===== src/rtl/host_port_consts.svh =====
`ifndef HOST_PORT_CONSTS_SVH
`define HOST_PORT_CONSTS_SVH

// Width of the multiplexed address/data bus
`define BUS_W          16
// Strobe style select encodings
`define STYLE_LATCH    1'b0
`define STYLE_PULSE    1'b1
// Bus control select encodings for the request pin
`define CTL_HOLD_OD    1'b0
`define CTL_REQ_ALT    1'b1
// Port select encodings
`define PORT_DATA      1'b0
`define PORT_ADDR      1'b1
// Synchroniser reset image: grant, cs_n, port, das, rw, ready, bus
`define SYNC_RST       22'h3D0000

`endif


===== src/rtl/host_port_pkg.sv =====
`include "host_port_consts.svh"

package host_port_pkg;

    typedef enum logic [5:0] {
        M_IDLE = 6'h01,
        M_REQ  = 6'h02,
        M_ADDR = 6'h04,
        M_DATA = 6'h08,
        M_END  = 6'h10,
        M_REL  = 6'h20
    } mst_state_t;

    typedef enum logic [2:0] {
        S_IDLE = 3'h1,
        S_ACT  = 3'h2,
        S_HOLD = 3'h4
    } slv_state_t;

    typedef struct packed {
        logic                rd;
        logic [`BUS_W-1:0]   addr;
        logic [`BUS_W-1:0]   wdata;
    } master_req_t;

    typedef struct packed {
        logic                port;
        logic                wr;
        logic [`BUS_W-1:0]   data;
    } slave_acc_t;

endpackage : host_port_pkg


===== src/rtl/pin_sync.sv =====
`timescale 1ns/10ps

// Three-stage input synchroniser; a bit changes only once stages two and three agree
module pin_sync #(
    parameter int              W   = 1,
    parameter logic [W-1:0]    RST = '0
) (
    input  wire logic          clock,
    input  wire logic          rst_n,
    input  wire logic [W-1:0]  d,
    output logic      [W-1:0]  q
);
    logic [W-1:0] s1_ff;
    logic [W-1:0] s2_ff;
    logic [W-1:0] s3_ff;
    logic [W-1:0] q_ff;

    always_ff @(posedge clock) begin
        if (!rst_n) begin
            s1_ff <= RST;
            s2_ff <= RST;
            s3_ff <= RST;
        end else begin
            s1_ff <= d;
            s2_ff <= s1_ff;
            s3_ff <= s2_ff;
        end
    end

    always_ff @(posedge clock) begin
        if (!rst_n) begin
            q_ff <= RST;
        end else begin
            q_ff <= (s3_ff & ~(s2_ff ^ s3_ff)) | (q_ff & (s2_ff ^ s3_ff));
        end
    end

    assign q = q_ff;
endmodule : pin_sync


===== src/rtl/host_bus_handshake_port.sv =====
// Behaviour
// - With latch style the strobe is high in the address phase and low through the data phase.
// - With pulse style the strobe pulses low only in the address phase, inverse to latch style.
// - The strobe is driven only while the device is bus master and floats otherwise.
// - Master transfers start only after a low grant is seen following the bus request.
// - A low chip select makes the device the slave and must stay stable for the access.
// - A slave access goes to the data port when port select is low, the address port when high.
// - Port select is used only while chip select is low and must hold through the data phase.
// - The bus control select bit chooses the function of the request pin.
// - As slave, ready answers the data strobe and is released once strobe or chip select ends.
// - As slave the device drives data when read/write is high; as master the sense is reversed.
// - Data is valid at the strobe rise; driven as master on writes and as slave on reads, input in the other direction, floated otherwise.
`timescale 1ns/10ps
`include "host_port_consts.svh"

module host_bus_handshake_port
    import host_port_pkg::*;
(
    input  wire logic               clock,
    input  wire logic               rst_n,
    input  wire logic               strobe_style_sel,
    input  wire logic               bus_ctl_sel,
    input  wire logic               m_start,
    input  wire master_req_t        m_req,
    output logic                    m_busy_ff,
    output logic                    m_done_ff,
    output logic [`BUS_W-1:0]       m_rdata_ff,
    output logic                    slv_valid_ff,
    output slave_acc_t              slv_acc_ff,
    input  wire logic [`BUS_W-1:0]  slv_rd_data,
    input  wire logic [`BUS_W-1:0]  muxed_addr_data_bus_in,
    output logic [`BUS_W-1:0]       muxed_addr_data_bus_out_ff,
    output logic                    muxed_addr_data_bus_oe_n_ff,
    input  wire logic               rw_in,
    output logic                    rw_out_ff,
    output logic                    rw_oe_n_ff,
    input  wire logic               data_phase_strobe_in,
    output logic                    data_phase_strobe_out_ff,
    output logic                    data_phase_strobe_oe_n_ff,
    output logic                    addr_pulse_strobe_out_ff,
    output logic                    addr_pulse_strobe_oe_n_ff,
    input  wire logic               bus_req_alt_in,
    output logic                    bus_req_alt_out_ff,
    output logic                    bus_req_alt_oe_n_ff,
    input  wire logic               bus_grant_in,
    input  wire logic               cs_n_in,
    input  wire logic               port_sel_in,
    input  wire logic               ready_n_in,
    output logic                    ready_n_out_ff,
    output logic                    ready_n_oe_n_ff
);
    logic               grant_s;
    logic               cs_n_s;
    logic               psel_s;
    logic               das_s;
    logic               rw_s;
    logic               rdy_s;
    logic [`BUS_W-1:0]  bus_s;
    mst_state_t         mst_ff;
    mst_state_t         nxt_mst;
    slv_state_t         slv_ff;
    slv_state_t         nxt_slv;
    master_req_t        mreq_ff;
    logic [`BUS_W-1:0]  slv_rd_ff;

    // Request pin is only observed by the arbiter; its readback is not needed here
    pin_sync #(.W(22), .RST(`SYNC_RST)) u_sync (
        .clock (clock),
        .rst_n (rst_n),
        .d     ({bus_grant_in, cs_n_in, port_sel_in, data_phase_strobe_in,
                 rw_in, ready_n_in, muxed_addr_data_bus_in}),
        .q     ({grant_s, cs_n_s, psel_s, das_s, rw_s, rdy_s, bus_s})
    );

    function automatic logic owns_bus(input mst_state_t s);
        owns_bus = (s == M_ADDR) || (s == M_DATA) || (s == M_END);
    endfunction : owns_bus

    function automatic logic requesting(input mst_state_t s);
        requesting = owns_bus(s) || (s == M_REQ);
    endfunction : requesting

    always_comb begin
        nxt_mst = mst_ff;
        case (mst_ff)
            M_IDLE: if (m_start && slv_ff == S_IDLE) nxt_mst = M_REQ;
            M_REQ:  if (!grant_s) nxt_mst = M_ADDR;
            M_ADDR: nxt_mst = M_DATA;
            M_DATA: if (!rdy_s) nxt_mst = M_END;
            M_END:  nxt_mst = M_REL;
            // Wait for the arbiter to withdraw grant so a stale low is not taken as a new grant
            M_REL:  if (grant_s) nxt_mst = M_IDLE;
            default: nxt_mst = M_IDLE;
        endcase
    end

    always_comb begin
        nxt_slv = slv_ff;
        case (slv_ff)
            S_IDLE: if (mst_ff == M_IDLE && !m_start && !cs_n_s && !das_s) begin
                nxt_slv = S_ACT;
            end
            S_ACT:  nxt_slv = S_HOLD;
            S_HOLD: if (das_s || cs_n_s) nxt_slv = S_IDLE;
            default: nxt_slv = S_IDLE;
        endcase
    end

    always_ff @(posedge clock) begin
        if (!rst_n) begin
            mst_ff <= M_IDLE;
            slv_ff <= S_IDLE;
        end else begin
            mst_ff <= nxt_mst;
            slv_ff <= nxt_slv;
        end
    end

    // Master request capture, read data and user status
    always_ff @(posedge clock) begin
        if (!rst_n) begin
            mreq_ff    <= '0;
            m_busy_ff  <= 1'b0;
            m_done_ff  <= 1'b0;
            m_rdata_ff <= '0;
        end else begin
            if (mst_ff == M_IDLE && nxt_mst == M_REQ) mreq_ff <= m_req;
            if (mst_ff == M_DATA && nxt_mst == M_END && mreq_ff.rd) m_rdata_ff <= bus_s;
            m_busy_ff <= (nxt_mst != M_IDLE);
            m_done_ff <= (mst_ff == M_REL) && (nxt_mst == M_IDLE);
        end
    end

    // Slave capture; the port select is only looked at with chip select low
    always_ff @(posedge clock) begin
        if (!rst_n) begin
            slv_valid_ff <= 1'b0;
            slv_acc_ff   <= '0;
            slv_rd_ff    <= '0;
        end else begin
            slv_valid_ff <= (slv_ff == S_IDLE) && (nxt_slv == S_ACT);
            if (slv_ff == S_IDLE && nxt_slv == S_ACT) begin
                slv_acc_ff.port <= psel_s ? `PORT_ADDR : `PORT_DATA;
                slv_acc_ff.wr   <= !rw_s;
                slv_acc_ff.data <= bus_s;
            end
            if (slv_ff == S_ACT) slv_rd_ff <= slv_rd_data;
        end
    end

    // Strobe and request pins
    always_ff @(posedge clock) begin
        if (!rst_n) begin
            addr_pulse_strobe_out_ff  <= 1'b1;
            addr_pulse_strobe_oe_n_ff <= 1'b1;
            bus_req_alt_out_ff        <= 1'b1;
            bus_req_alt_oe_n_ff       <= 1'b1;
        end else begin
            if (nxt_mst == M_ADDR) begin
                addr_pulse_strobe_out_ff <= (strobe_style_sel == `STYLE_LATCH);
            end else begin
                addr_pulse_strobe_out_ff <= (strobe_style_sel == `STYLE_PULSE);
            end
            addr_pulse_strobe_oe_n_ff <= !owns_bus(nxt_mst);
            bus_req_alt_out_ff <= !requesting(nxt_mst);
            // Open-drain hold style lets several requesters share the line
            if (bus_ctl_sel == `CTL_HOLD_OD) begin
                bus_req_alt_oe_n_ff <= !requesting(nxt_mst);
            end else begin
                bus_req_alt_oe_n_ff <= 1'b0;
            end
        end
    end

    // Data strobe, read/write and bus direction
    always_ff @(posedge clock) begin
        if (!rst_n) begin
            data_phase_strobe_out_ff    <= 1'b1;
            data_phase_strobe_oe_n_ff   <= 1'b1;
            rw_out_ff                   <= 1'b0;
            rw_oe_n_ff                  <= 1'b1;
            muxed_addr_data_bus_out_ff  <= '0;
            muxed_addr_data_bus_oe_n_ff <= 1'b1;
        end else begin
            data_phase_strobe_out_ff  <= (nxt_mst != M_DATA);
            data_phase_strobe_oe_n_ff <= !owns_bus(nxt_mst);
            rw_out_ff                 <= mreq_ff.rd;
            rw_oe_n_ff                <= !owns_bus(nxt_mst);
            if (nxt_mst == M_ADDR) begin
                muxed_addr_data_bus_out_ff  <= mreq_ff.addr;
                muxed_addr_data_bus_oe_n_ff <= 1'b0;
            end else if (owns_bus(nxt_mst)) begin
                // Write data held through the strobe's rising edge
                muxed_addr_data_bus_out_ff  <= mreq_ff.wdata;
                muxed_addr_data_bus_oe_n_ff <= mreq_ff.rd;
            end else if (nxt_slv == S_HOLD) begin
                muxed_addr_data_bus_out_ff  <= (slv_ff == S_ACT) ? slv_rd_data : slv_rd_ff;
                muxed_addr_data_bus_oe_n_ff <= slv_acc_ff.wr;
            end else begin
                muxed_addr_data_bus_oe_n_ff <= 1'b1;
            end
        end
    end

    // Slave ready, open drain
    always_ff @(posedge clock) begin
        if (!rst_n) begin
            ready_n_out_ff  <= 1'b1;
            ready_n_oe_n_ff <= 1'b1;
        end else begin
            ready_n_out_ff  <= !(nxt_slv == S_HOLD);
            ready_n_oe_n_ff <= !(nxt_slv == S_HOLD);
        end
    end

    property p_latch_data_low;
        @(posedge clock) disable iff (!rst_n)
        (owns_bus(mst_ff) && mst_ff != M_ADDR && strobe_style_sel == `STYLE_LATCH)
            |-> (addr_pulse_strobe_out_ff == 1'b0);
    endproperty
    a_latch_data_low: assert property (p_latch_data_low)
        else $error("latch strobe not low in data phase");

    property p_pulse_addr_low;
        @(posedge clock) disable iff (!rst_n)
        (mst_ff == M_ADDR && strobe_style_sel == `STYLE_PULSE && $stable(strobe_style_sel))
            |-> (addr_pulse_strobe_out_ff == 1'b0) ##1 (addr_pulse_strobe_out_ff == 1'b1);
    endproperty
    a_pulse_addr_low: assert property (p_pulse_addr_low)
        else $error("pulse strobe shape wrong");

    property p_strobe_float;
        @(posedge clock) disable iff (!rst_n)
        (mst_ff == M_IDLE || mst_ff == M_REQ || mst_ff == M_REL) |-> addr_pulse_strobe_oe_n_ff;
    endproperty
    a_strobe_float: assert property (p_strobe_float)
        else $error("strobe driven while not master");

    property p_grant_first;
        @(posedge clock) disable iff (!rst_n)
        $fell(addr_pulse_strobe_oe_n_ff) |-> ($past(grant_s) == 1'b0 && $past(mst_ff) == M_REQ);
    endproperty
    a_grant_first: assert property (p_grant_first)
        else $error("master cycle without grant");

    property p_port_map;
        @(posedge clock) disable iff (!rst_n)
        slv_valid_ff |-> (slv_acc_ff.port == ($past(psel_s) ? `PORT_ADDR : `PORT_DATA))
                         && ($past(cs_n_s) == 1'b0);
    endproperty
    a_port_map: assert property (p_port_map)
        else $error("slave port select mismatch");

    property p_req_hold_style;
        @(posedge clock) disable iff (!rst_n)
        (mst_ff == M_REQ && bus_ctl_sel == `CTL_HOLD_OD && $stable(bus_ctl_sel))
            |-> (!bus_req_alt_out_ff && !bus_req_alt_oe_n_ff);
    endproperty
    a_req_hold_style: assert property (p_req_hold_style)
        else $error("request pin not asserted");

    property p_ready_release;
        @(posedge clock) disable iff (!rst_n)
        (slv_ff == S_HOLD && (das_s || cs_n_s)) |=> (ready_n_oe_n_ff && slv_ff == S_IDLE);
    endproperty
    a_ready_release: assert property (p_ready_release)
        else $error("ready not released");

    property p_slave_drive;
        @(posedge clock) disable iff (!rst_n)
        (slv_ff == S_HOLD && !muxed_addr_data_bus_oe_n_ff) |-> (slv_acc_ff.wr == 1'b0);
    endproperty
    a_slave_drive: assert property (p_slave_drive)
        else $error("slave drove bus on write");

    property p_das_rise;
        @(posedge clock) disable iff (!rst_n)
        (mst_ff == M_END) |-> (data_phase_strobe_out_ff && !$past(data_phase_strobe_out_ff)
                               && !data_phase_strobe_oe_n_ff);
    endproperty
    a_das_rise: assert property (p_das_rise)
        else $error("data strobe not rising at end");

    property p_ready_ends;
        @(posedge clock) disable iff (!rst_n)
        (mst_ff == M_DATA && !rdy_s)
            |=> (mst_ff == M_END) ##2 (mst_ff == M_REL || mst_ff == M_IDLE);
    endproperty
    a_ready_ends: assert property (p_ready_ends)
        else $error("ready did not end data phase");

endmodule : host_bus_handshake_port


===== config.mk =====
export PLATFORM = sky130hd
export DESIGN_NAME = host_bus_handshake_port
export DESIGN_NICKNAME = d
export VERILOG_FILES = /design/src/rtl/host_port_pkg.sv /design/src/rtl/pin_sync.sv /design/src/rtl/host_bus_handshake_port.sv
export VERILOG_INCLUDE_DIRS = /design/src /design/src/rtl
export SDC_FILE = /design/constraint.sdc
export NUM_CORES = 1
export LEC_CHECK = 0
export BUFFER_PORTS_ARGS = -buffer_cell sky130_fd_sc_hd__buf_2
export CORE_MARGIN = 2
export CORE_UTILIZATION = 49
export DETAILED_ROUTE_END_ITERATION = 8
export GPL_TIMING_DRIVEN = 0
export PLACE_DENSITY = 0.85
export SKIP_CTS_REPAIR_TIMING = 1
export SYNTH_ARGS = -nofsm -noshare
export SYNTH_HDL_FRONTEND = slang
export SYNTH_SLANG_ARGS = --single-unit

===== constraint.sdc =====
create_clock -name clock -period 1.65 [get_ports clock]
set_input_delay 0.165 -clock clock [delete_from_list [all_inputs] [get_ports clock]]
set_output_delay 0.165 -clock clock [all_outputs]
set_load 0.02 [all_outputs]

==> run_results.csv, run 1 <==
group,metric,value,unit
global_routing,antenna_found_initial,0,
clock_tree,tritoncts.num_buffers,21,
worst_hold_path,min_path_type,"primary input to flip-flop",
global_routing,grtUsageMet3,3.85,%
yosys,synth_area_leaders,"dfxtp_1 59%, mux2i_1 7.1%, nand2_1 4.7%",
floorplan,num_rows,43,
yosys,yosysTopAreaCell,"dfxtp_1",
finish,insertedDiodeCount,0,
floorplan,coreArea,14000,um2
floorplan,fp.dieH,124,um
yosys,ys_async_sr_fraction,0,%
finish,multi_input_area,2770,um2
setup_path,crit_path_max_fanout,10,
setup_path,ff2ff_setup_slack,-0.16,ns
setup_path,crit_path_end_kind,"flip-flop",
setup_path,arrival,2.15,ns
yosys,yosysUniqueCellTypes,44,
worst_hold_path,hp-start,"slv_rd_data[4]",
finish,layout.area.seq,4160,um2
power_and_ir_drop,p_total,10.5,mW
drt,drt_wl_total,19600,um
yosys,post-synth-top-area-fraction,58.6,%
flow_run,drv_cap,0,
power_and_ir_drop,power_density,1080,nW/um2
finish,drive_gt1_share,26.6,%
placed_design,port-buffer-count,138,
clock_tree,cts_tree,"built",
yosys,synth_edf_count,0,
yosys,synth_common_cells,"207 x dfxtp_1, 89 x nand2_1, 59 x nor2_1",
setup_path,r2r_cells,8,
finish,area_growth,37.4,%
global_routing,grt_max_degree,14,
power_and_ir_drop,ir_worst_vdd,0.000825,V
sta,min_period,1.81,ns
sta,worst_hold_slack,-0.0330,ns
yosys,synthFlopType,"dfxtp_1",
power_and_ir_drop,cellLeakagePower,4.22,nW
clock_tree,clock_path_buffers,3,
clock_tree,root_buffer,"clkbuf_16",
worst_hold_path,whs_endpoint,"slv_rd_ff[4]",
global_routing,grt_use_total,20.8,%
placed_design,gp_congestion,0.802,
floorplan,die_x,124,um
sta,hold_viol,4,
sta,rsz0062_at_grt,"yes",
yosys,yosysMostFrequentCell,"dfxtp_1",
setup_path,cp-start-kind,"flip-flop",
placed_design,hpwl,11200,um
finish,nets,1029,
sta,fin_skew,0.0155,ns
yosys,syn_nets,782,
sta,setup_tns,-2.41,ns
clock_tree,clk_latency,0.48,ns
global_routing,top_usage_layer,"met2",
drt,ant_nets,0,
setup_path,timing_worst_setup_path_type,"flip-flop to flip-flop",
finish,n_fill_cell,911,
sta,fmax,0.552,GHz
setup_path,critPathRequiredTime,1.99,ns
yosys,syn-cell-area,7070,um2
global_routing,first_global_vias,5138,
drt,first_pass_iters,6,
sta,finalMaxSlewViolations,0,
global_routing,grt_overflow_total,0,
drt,viasPerCell,5.38,
drt,wire_per_inst,17.1,um
sta,finalSetupViolCount,49,
setup_path,regToRegStartpoint,"mst_ff[0]",
status,violations,"hold timing, setup timing",
status,status,"complete, but fails checks",
clock_tree,clock_sinks,207,
yosys,ys_ff_latch,207,
drt,drc,0,
drt,via_count,6155,
yosys,synthCells,705,
yosys,ys_seq_area_share,58.6,%
clock_tree,cts_max_level,1,
drt,drt_first_iter_violations,548,
sta,setup_slack,-0.162,ns
floorplan,io_pins,141,
yosys,synth_warnings,0,
floorplan,start_util,50.6,%
yosys,avgSynthCellArea,10.0,um2
global_routing,met2_usage,35.1,%
sta,maxSlewHeadroom,56.6,%
sta,finalCritPeriodShare,110,%
setup_path,r2r_end,"m_rdata_ff[5]",
global_routing,grtUsageMet1,26.6,%
clock_tree,clkTransAtPathRegs,0.06,ns
global_routing,grt_pass1_wl,25200,um
floorplan,dieArea,15400,um2
sta,worst_pin_slew,0.643,ns
worst_hold_path,holdPathStages,3,
## layer usage
| metal | vias up | part of all wire (%) | wire length (um) |
|---|---|---|---|
| li1 | 2879 | - | - |
| met1 | 2912 | 39 | 7580 |
| met2 | 302 | 50 | 9840 |
| met3 | 62 | 7.7 | 1510 |
| met4 | 0 | 3.5 | 685 |
| met5 | - | 0 | 0 |
## critical path: stages (launching register included)
cell and delay, ns:
dfxtp_1 0.31, buf_6 0.13, nor4_4 0.32, buf_4 0.21, nand4b_1 0.12, buf_6 0.15
buf_12 0.14, mux2i_1 0.20, nor2_1 0.07
## logic make-up after synthesis
| logic type | count (synthesis) | synth area share [%] |
|---|---|---|
| XOR/XNOR | 1 | 0.124 |
| flip-flops | 207 | 58.6 |
| AND/OR/NAND/NOR | 249 | 17.6 |
| buffers and inverters | 68 | 4.37 |
| adder cells (fa/ha/maj) | 1 | 0.142 |
| multiplexers | 50 | 7.08 |
| AO/OA/AOI/OAI | 129 | 12.1 |
## through the flow
step                area (um2)  setup WS (ns)  cells  utilization (%)
global route              9720         -0.221   1144             69.5
CTS                       8640         -0.526   1058             61.7
detailed placement        8000         -0.501   1023             57.2
finish                    9720         -0.162   1144             69.5
global placement          8000         -0.465   1023             57.2
floorplan                 7080        -0.0666    705                -
## worst max path at each step
| stage | start | end | cells after the start |
|---|---|---|---|
| 6_report | mst_ff[0] | m_rdata_ff[5] | 8 |
| 5_1_grt | mst_ff[0] | m_rdata_ff[8] | 8 |
| 4_1_cts | mst_ff[3] | muxed_addr_data_bus_out_ff[10] | 6 |
| 3_5_place_dp | mst_ff[3] | muxed_addr_data_bus_out_ff[10] | 6 |
| 3_3_place_gp | mst_ff[3] | muxed_addr_data_bus_out_ff[10] | 6 |
| 2_1_floorplan | mst_ff[4] | muxed_addr_data_bus_out_ff[10] | 6 |
## area by class of cell
class,instances,area share (%)
clock inverters,2,0.142
inverters,22,0.850
clock buffers,33,6.40
repair buffers,226,16.0
well taps,180,2.32
plain buffers,44,2.99
flip-flops and latches,207,42.8
multi-input cells,430,28.5
## power by group
part	internal [mW]	switching, mW	total, mW
clock	2.57	1.79	4.37
combinational	0.400	0.454	0.854
sequential	5.15	0.0805	5.23
## cell usage in the layout (no fill, tap or decap), drive strengths merged, types with 2 or more instances in the layout
cell type	netlist	routed
nand4b	2	2
nor4	3	3
inv	22	22
a211oi	2	2
nor2b	7	7
clkbuf	27	59
nand2b	15	15
a21oi	58	58
nor3	4	4
nand2	89	89
mux2i	50	50
o21ai	29	29
nor2	59	59
clkinv	0	2
and2	52	52
nand3	5	5
o221ai	15	15
a31oi	2	2
dfxtp	207	207
buf	19	179
and3	3	3
dlygate4sd3	0	65
a221oi	15	15
a21o	2	2
nor3b	4	4
nand3b	3	3
No activity file was read; power rests on OpenSTA's default activity.
==> run 2, diff against run 1 <==
BUFFER_PORTS_ARGS = not set   (was -buffer_cell sky130_fd_sc_hd__buf_2)
CORE_UTILIZATION = 56   (was 49)
DONT_BUFFER_PORTS = 1   (was not set)
PLACE_DENSITY = 0.84   (was 0.85)
SKIP_LAST_GASP = 1   (was not set)
==> run 2 against run 1 <==
Effect of this change:
- clock skew down 0.0020 ns
- largest cell class unchanged
- total power rose by 0.75%
- the run ends with setup timing left
- via count down 7.8%
- first-iteration DRC count is 26% lower
- count of clock-buffer cells in the layout is 3 lower
- critical path type unchanged
- clock power grew 4.8%
- largest power group unchanged
==> run_results.csv, run 2 (synthesized netlist as in run 1, its figures left out) <==
group,metric,value,unit
finish,n_fill_cell,777,
placed_design,postPlaceCellArea,7300,um2
power_and_ir_drop,power_frac_seq,50.0,%
placed_design,port-buffer-count,0,
setup_path,cp-start-kind,"flip-flop",
floorplan,coreArea,12500,um2
finish,insertedDiodeCount,0,
setup_path,ff2ff_setup_slack,-0.12,ns
setup_path,startpoint,"mst_ff[3]",
global_routing,grt_pass1_wl,23700,um
clock_tree,clkTransAtPathRegs,0.06,ns
finish,post-route-util,73.8,%
sta,rsz0062_at_grt,"yes",
setup_path,critPathRequiredTime,1.99,ns
power_and_ir_drop,p_sw_share,22.0,%
global_routing,first_global_vias,4911,
floorplan,fp.dieH,116,um
sta,hold_viol,0,
power_and_ir_drop,cellLeakagePower,3.70,nW
placed_design,gp_congestion,0.825,
sta,finalCritPeriodShare,107,%
worst_hold_path,min_path_type,"primary input to flip-flop",
floorplan,num_rows,41,
global_routing,grt_overflow_total,0,
finish,drive_gt1_share,15.4,%
global_routing,antenna_found_initial,0,
drt,drt_first_iter_violations,406,
sta,min_period,1.77,ns
finish,layoutNonFillerInstCount,1010,
clock_tree,root_buffer,"clkbuf_16",
finish,layout.area.seq,4160,um2
sta,worst_pin_slew,0.619,ns
sta,fin_skew,0.0135,ns
global_routing,grt_use_total,22.0,%
clock_tree,cts_tree,"built",
drt,wire_per_inst,18.8,um
drt,drc,0,
status,violations,"setup timing",
setup_path,crit_path_max_fanout,7,
finish,final_cell_mix,"200 x dfxtp_1, 89 x nand2_1, 73 x dlygate4sd3_1",
power_and_ir_drop,intPower,8.21,mW
clock_tree,clk_latency,0.48,ns
setup_path,endpoint,"slv_acc_ff[8]",
sta,finalMaxSlewViolations,0,
drt,drt_wl_total,19000,um
power_and_ir_drop,switching_power,2.32,mW
drt,ant_nets,0,
sta,finalSetupViolCount,42,
sta,fmax,0.566,GHz
floorplan,dieArea,13500,um2
setup_path,crit_top_cell,"buf_6",
drt,viasPerCell,5.62,
setup_path,crit_path_end_kind,"flip-flop",
status,status,"complete, but fails checks",
setup_path,cp_slowest_cell,"dfxtp_4",
setup_path,crit_path_max_incr_delay,0.36,ns
floorplan,start_util,56.7,%
placed_design,hpwl,11100,um
setup_path,timing_worst_setup_path_type,"flip-flop to flip-flop",
clock_tree,clock_sinks,207,
finish,area_growth,30.1,%
sta,setup_tns,-1.89,ns
clock_tree,tritoncts.num_buffers,20,
power_and_ir_drop,ir_worst_vdd,0.000985,V
setup_path,r2r_end,"slv_acc_ff[8]",
setup_path,arrival,2.11,ns
sta,maxSlewHeadroom,58.7,%
finish,nets,902,
setup_path,r2r_cells,8,
floorplan,io_pins,141,
finish,multi_input_area,2770,um2
sta,setup_slack,-0.115,ns
power_and_ir_drop,p_total,10.5,mW
finish,final_common_cell,"dfxtp_1",
placed_design,place_inst,877,
power_and_ir_drop,power_frac_comb,6.5,%
sta,worst_hold_slack,0.125,ns
drt,via_count,5675,
floorplan,die_x,116,um
setup_path,crit_chain,"nor4_4, buf_6, buf_6, nand4_1, buf_6, buf_6, mux2i_1, nor2_1",
flow_run,drv_cap,0,
drt,first_pass_iters,5,
clock_tree,clock_path_buffers,3,
setup_path,regToRegStartpoint,"mst_ff[3]",
finish,finalInstanceArea,9200,um2
placed_design,pre_cts_ws,-0.467,ns
global_routing,grt_max_degree,15,
power_and_ir_drop,power_density,1140,nW/um2
power_and_ir_drop,power_frac_clock,43.5,%
clock_tree,cts_max_level,1,
[run 2: metal layers]
layer | routed length, um | global-route usage [%] | vias up
met4 | 602 | 7.54 | 0
met5 | 0 | 0 | -
li1 | - | - | 2611
met2 | 9820 | 38.6 | 319
met1 | 6860 | 26.0 | 2684
met3 | 1720 | 6.07 | 61
[run 2: power by group through the flow]
stage	Sequential, mW	Clock, mW	Combinational [mW]
2_1_floorplan	5.33	0	0.363
3_3_place_gp	5.35	0	0.453
3_5_place_dp	5.36	0	0.472
4_1_cts	5.25	4.58	0.476
5_1_grt	5.28	4.80	0.742
6_report	5.27	4.58	0.688
[run 2: cell type report]
type | count | share of cell area [%]
flip-flops and latches | 207 | 45.2
multi-input cells | 430 | 30.1
repair buffers | 101 | 11.1
clock buffers | 30 | 6.73
plain buffers | 43 | 3.07
well taps | 172 | 2.34
inverters | 22 | 0.897
clock inverters | 5 | 0.544
[run 2: worst min-delay path by stage]
stage	start	end	slack (ns)	depth (start not counted)
2_1_floorplan	ready_n_in	u_sync.s1_ff[16]	0.27	1
3_3_place_gp	ready_n_in	u_sync.s1_ff[16]	0.27	1
3_5_place_dp	data_phase_strobe_in	u_sync.s1_ff[18]	0.27	1
4_1_cts	data_phase_strobe_in	u_sync.s1_ff[18]	-0.22	1
5_1_grt	rst_n	data_phase_strobe_oe_n_ff	0.16	2
6_report	rst_n	data_phase_strobe_oe_n_ff	0.12	2
[run 2: worst max-delay path: cells and delay by family, from the launching register on]
kind | cells | cell delay (ns)
muxes | 1 | 0.21
DFF | 1 | 0.36
buffers and inverters | 4 | 0.60
and+or+nand+nor | 3 | 0.45
==> run 3, diff against run 2 <==
CORE_UTILIZATION = 50   (was 56)
PLACE_DENSITY = 0.75   (was 0.84)
clock period = 2.1 ns   (was 1.65 ns; I/O delays follow)
==> run 3 against run 2 <==
Effect of this change:
- the flow finishes with violations (hold timing)
- sequential power fell by 22%
- cell area fell by 5.6%
- non-clock buffer count is 24 lower
- highest routed layer unchanged
- via count shrank 4.8%
==> run_results.csv, run 3 (synthesized netlist as in run 1, its figures left out) <==
group,metric,value,unit
setup_path,crit_path_end_kind,"flip-flop",
finish,area_growth,22.9,%
clock_tree,tritoncts.num_buffers,21,
setup_path,timing_worst_setup_path_type,"flip-flop to flip-flop",
placed_design,gp_congestion,0.908,
clock_tree,clkTransAtPathRegs,0.07,ns
finish,nets,879,
setup_path,crit_path_max_incr_delay,0.40,ns
power_and_ir_drop,ir_worst_vdd,0.000619,V
setup_path,cp-start-kind,"flip-flop",
placed_design,pre_cts_ws,-0.0141,ns
setup_path,arrival,2.42,ns
sta,finalCritPeriodShare,96.3,%
global_routing,grt_max_degree,14,
floorplan,io_pins,141,
drt,drt_first_iter_violations,551,
drt,first_pass_iters,5,
finish,insertedDiodeCount,0,
global_routing,grtUsageMet1,25.6,%
floorplan,start_util,51.1,%
clock_tree,cts_tree,"built",
sta,setup_slack,0.0782,ns
status,status,"complete, but fails checks",
global_routing,grt_pass1_wl,24100,um
global_routing,first_global_vias,4717,
placed_design,place_inst,885,
clock_tree,clk_latency,0.49,ns
sta,finalSetupViolCount,0,
clock_tree,clock_path_buffers,3,
drt,wire_per_inst,17.3,um
floorplan,coreArea,13800,um2
finish,multi_input_area,2630,um2
drt,drc,0,
global_routing,grt_overflow_total,0,
drt,via_count,5401,
global_routing,antenna_found_initial,0,
power_and_ir_drop,power_density,938,nW/um2
setup_path,crit_path_max_fanout,10,
sta,min_period,2.02,ns
finish,drive_gt1_share,7.86,%
finish,final_cell_mix,"207 x dfxtp_1, 89 x nand2_1, 72 x dlygate4sd3_1",
finish,layout.area.seq,4140,um2
sta,fmax,0.495,GHz
sta,hold_viol,1,
flow_run,drv_cap,0,
setup_path,critPathRequiredTime,2.50,ns
drt,viasPerCell,5.43,
floorplan,die_x,123,um
placed_design,port-buffer-count,0,
drt,ant_nets,0,
finish,layoutNonFillerInstCount,994,
finish,n_fill_cell,1040,
global_routing,top_usage_layer,"met2",
sta,finalMaxSlewViolations,0,
floorplan,fp.dieH,123,um
clock_tree,cts_max_level,1,
global_routing,grtUsageMet3,4.06,%
clock_tree,root_buffer,"clkbuf_16",
finish,final_common_cell,"dfxtp_1",
drt,drt_wl_total,17200,um
power_and_ir_drop,cellLeakagePower,3.46,nW
placed_design,hpwl,11400,um
clock_tree,clock_sinks,207,
status,violations,"hold timing",
floorplan,num_rows,43,
setup_path,crit_chain,"nor4_4, buf_4, and3_1, clkbuf_1, buf_2, nand2_1, a21oi_1",
sta,worst_pin_slew,0.638,ns
sta,worst_hold_slack,-0.0384,ns
global_routing,grt_use_total,20.2,%
floorplan,dieArea,15100,um2
sta,fin_skew,0.00846,ns
setup_path,ff2ff_setup_slack,0.08,ns
setup_path,cp_slowest_cell,"dfxtp_1",
global_routing,met2_usage,35.3,%
sta,maxSlewHeadroom,57.5,%
worst_hold_path,min_path_type,"primary input to flip-flop",
run 3: metrics by stage:
| stage | power, mW | cell area (um2) | hold slack, ns | TNS [ns] | utilization [%] |
|---|---|---|---|---|---|
| 2_1_floorplan | 4.48 | 7070 | 0.311 | 0 | - |
| 3_3_place_gp | 4.56 | 7300 | 0.315 | 0 | 52.8 |
| 3_5_place_dp | 4.58 | 7300 | 0.317 | -0.0189 | 52.8 |
| 4_1_cts | 8.03 | 7940 | -0.187 | -0.103 | 57.4 |
| 5_1_grt | 8.41 | 8690 | 0.00478 | -0.0143 | 62.8 |
| 6_report | 8.15 | 8690 | -0.0384 | 0 | 62.8 |
run 3: critical path: cells and delay by family, from the launching register on:
family	cells	cell delay (ns)
flip-flops	1	0.40
AND/OR/NAND/NOR	3	0.53
AO/OA/AOI/OAI	1	0.20
buffers and inverters	3	0.80
run 3: final cells by class:
| class | count | area share (%) |
|---|---|---|
| Clock inverter | 2 | 0.446 |
| Timing Repair Buffer | 74 | 8.47 |
| Inverter | 22 | 0.950 |
| Sequential cell | 207 | 47.7 |
| Clock buffer | 33 | 6.91 |
| Tap cell | 180 | 2.59 |
| Multi-Input combinational cell | 430 | 30.3 |
| Buffer | 46 | 2.64 |
run 3: routing by layer:
metal / up-vias / routed length, um / part of all wire, %
li1: 2566 / - / -
met2: 240 / 8520 / 50
met4: 0 / 386 / 2.2
met3: 36 / 1420 / 8.3
met1: 2559 / 6860 / 40
met5: - / 0 / 0
run 3: power by group:
part	switching, mW	total (mW)	internal (mW)
registers	0.0778	4.13	4.05
clock network	1.43	3.51	2.08
logic	0.279	0.506	0.227
total	1.79	8.15	6.35
run 3: path summary, 6_finish.rpt:
kind,startpoint,to,cells past startpoint
worst max register to register,mst_ff[4],mreq_ff[10],7
worst max-delay path,mst_ff[4],mreq_ff[10],7
worst min-delay path,slv_rd_data[8],slv_rd_ff[8],2
worst min register to register,u_sync.s1_ff[18],u_sync.s2_ff[18],1
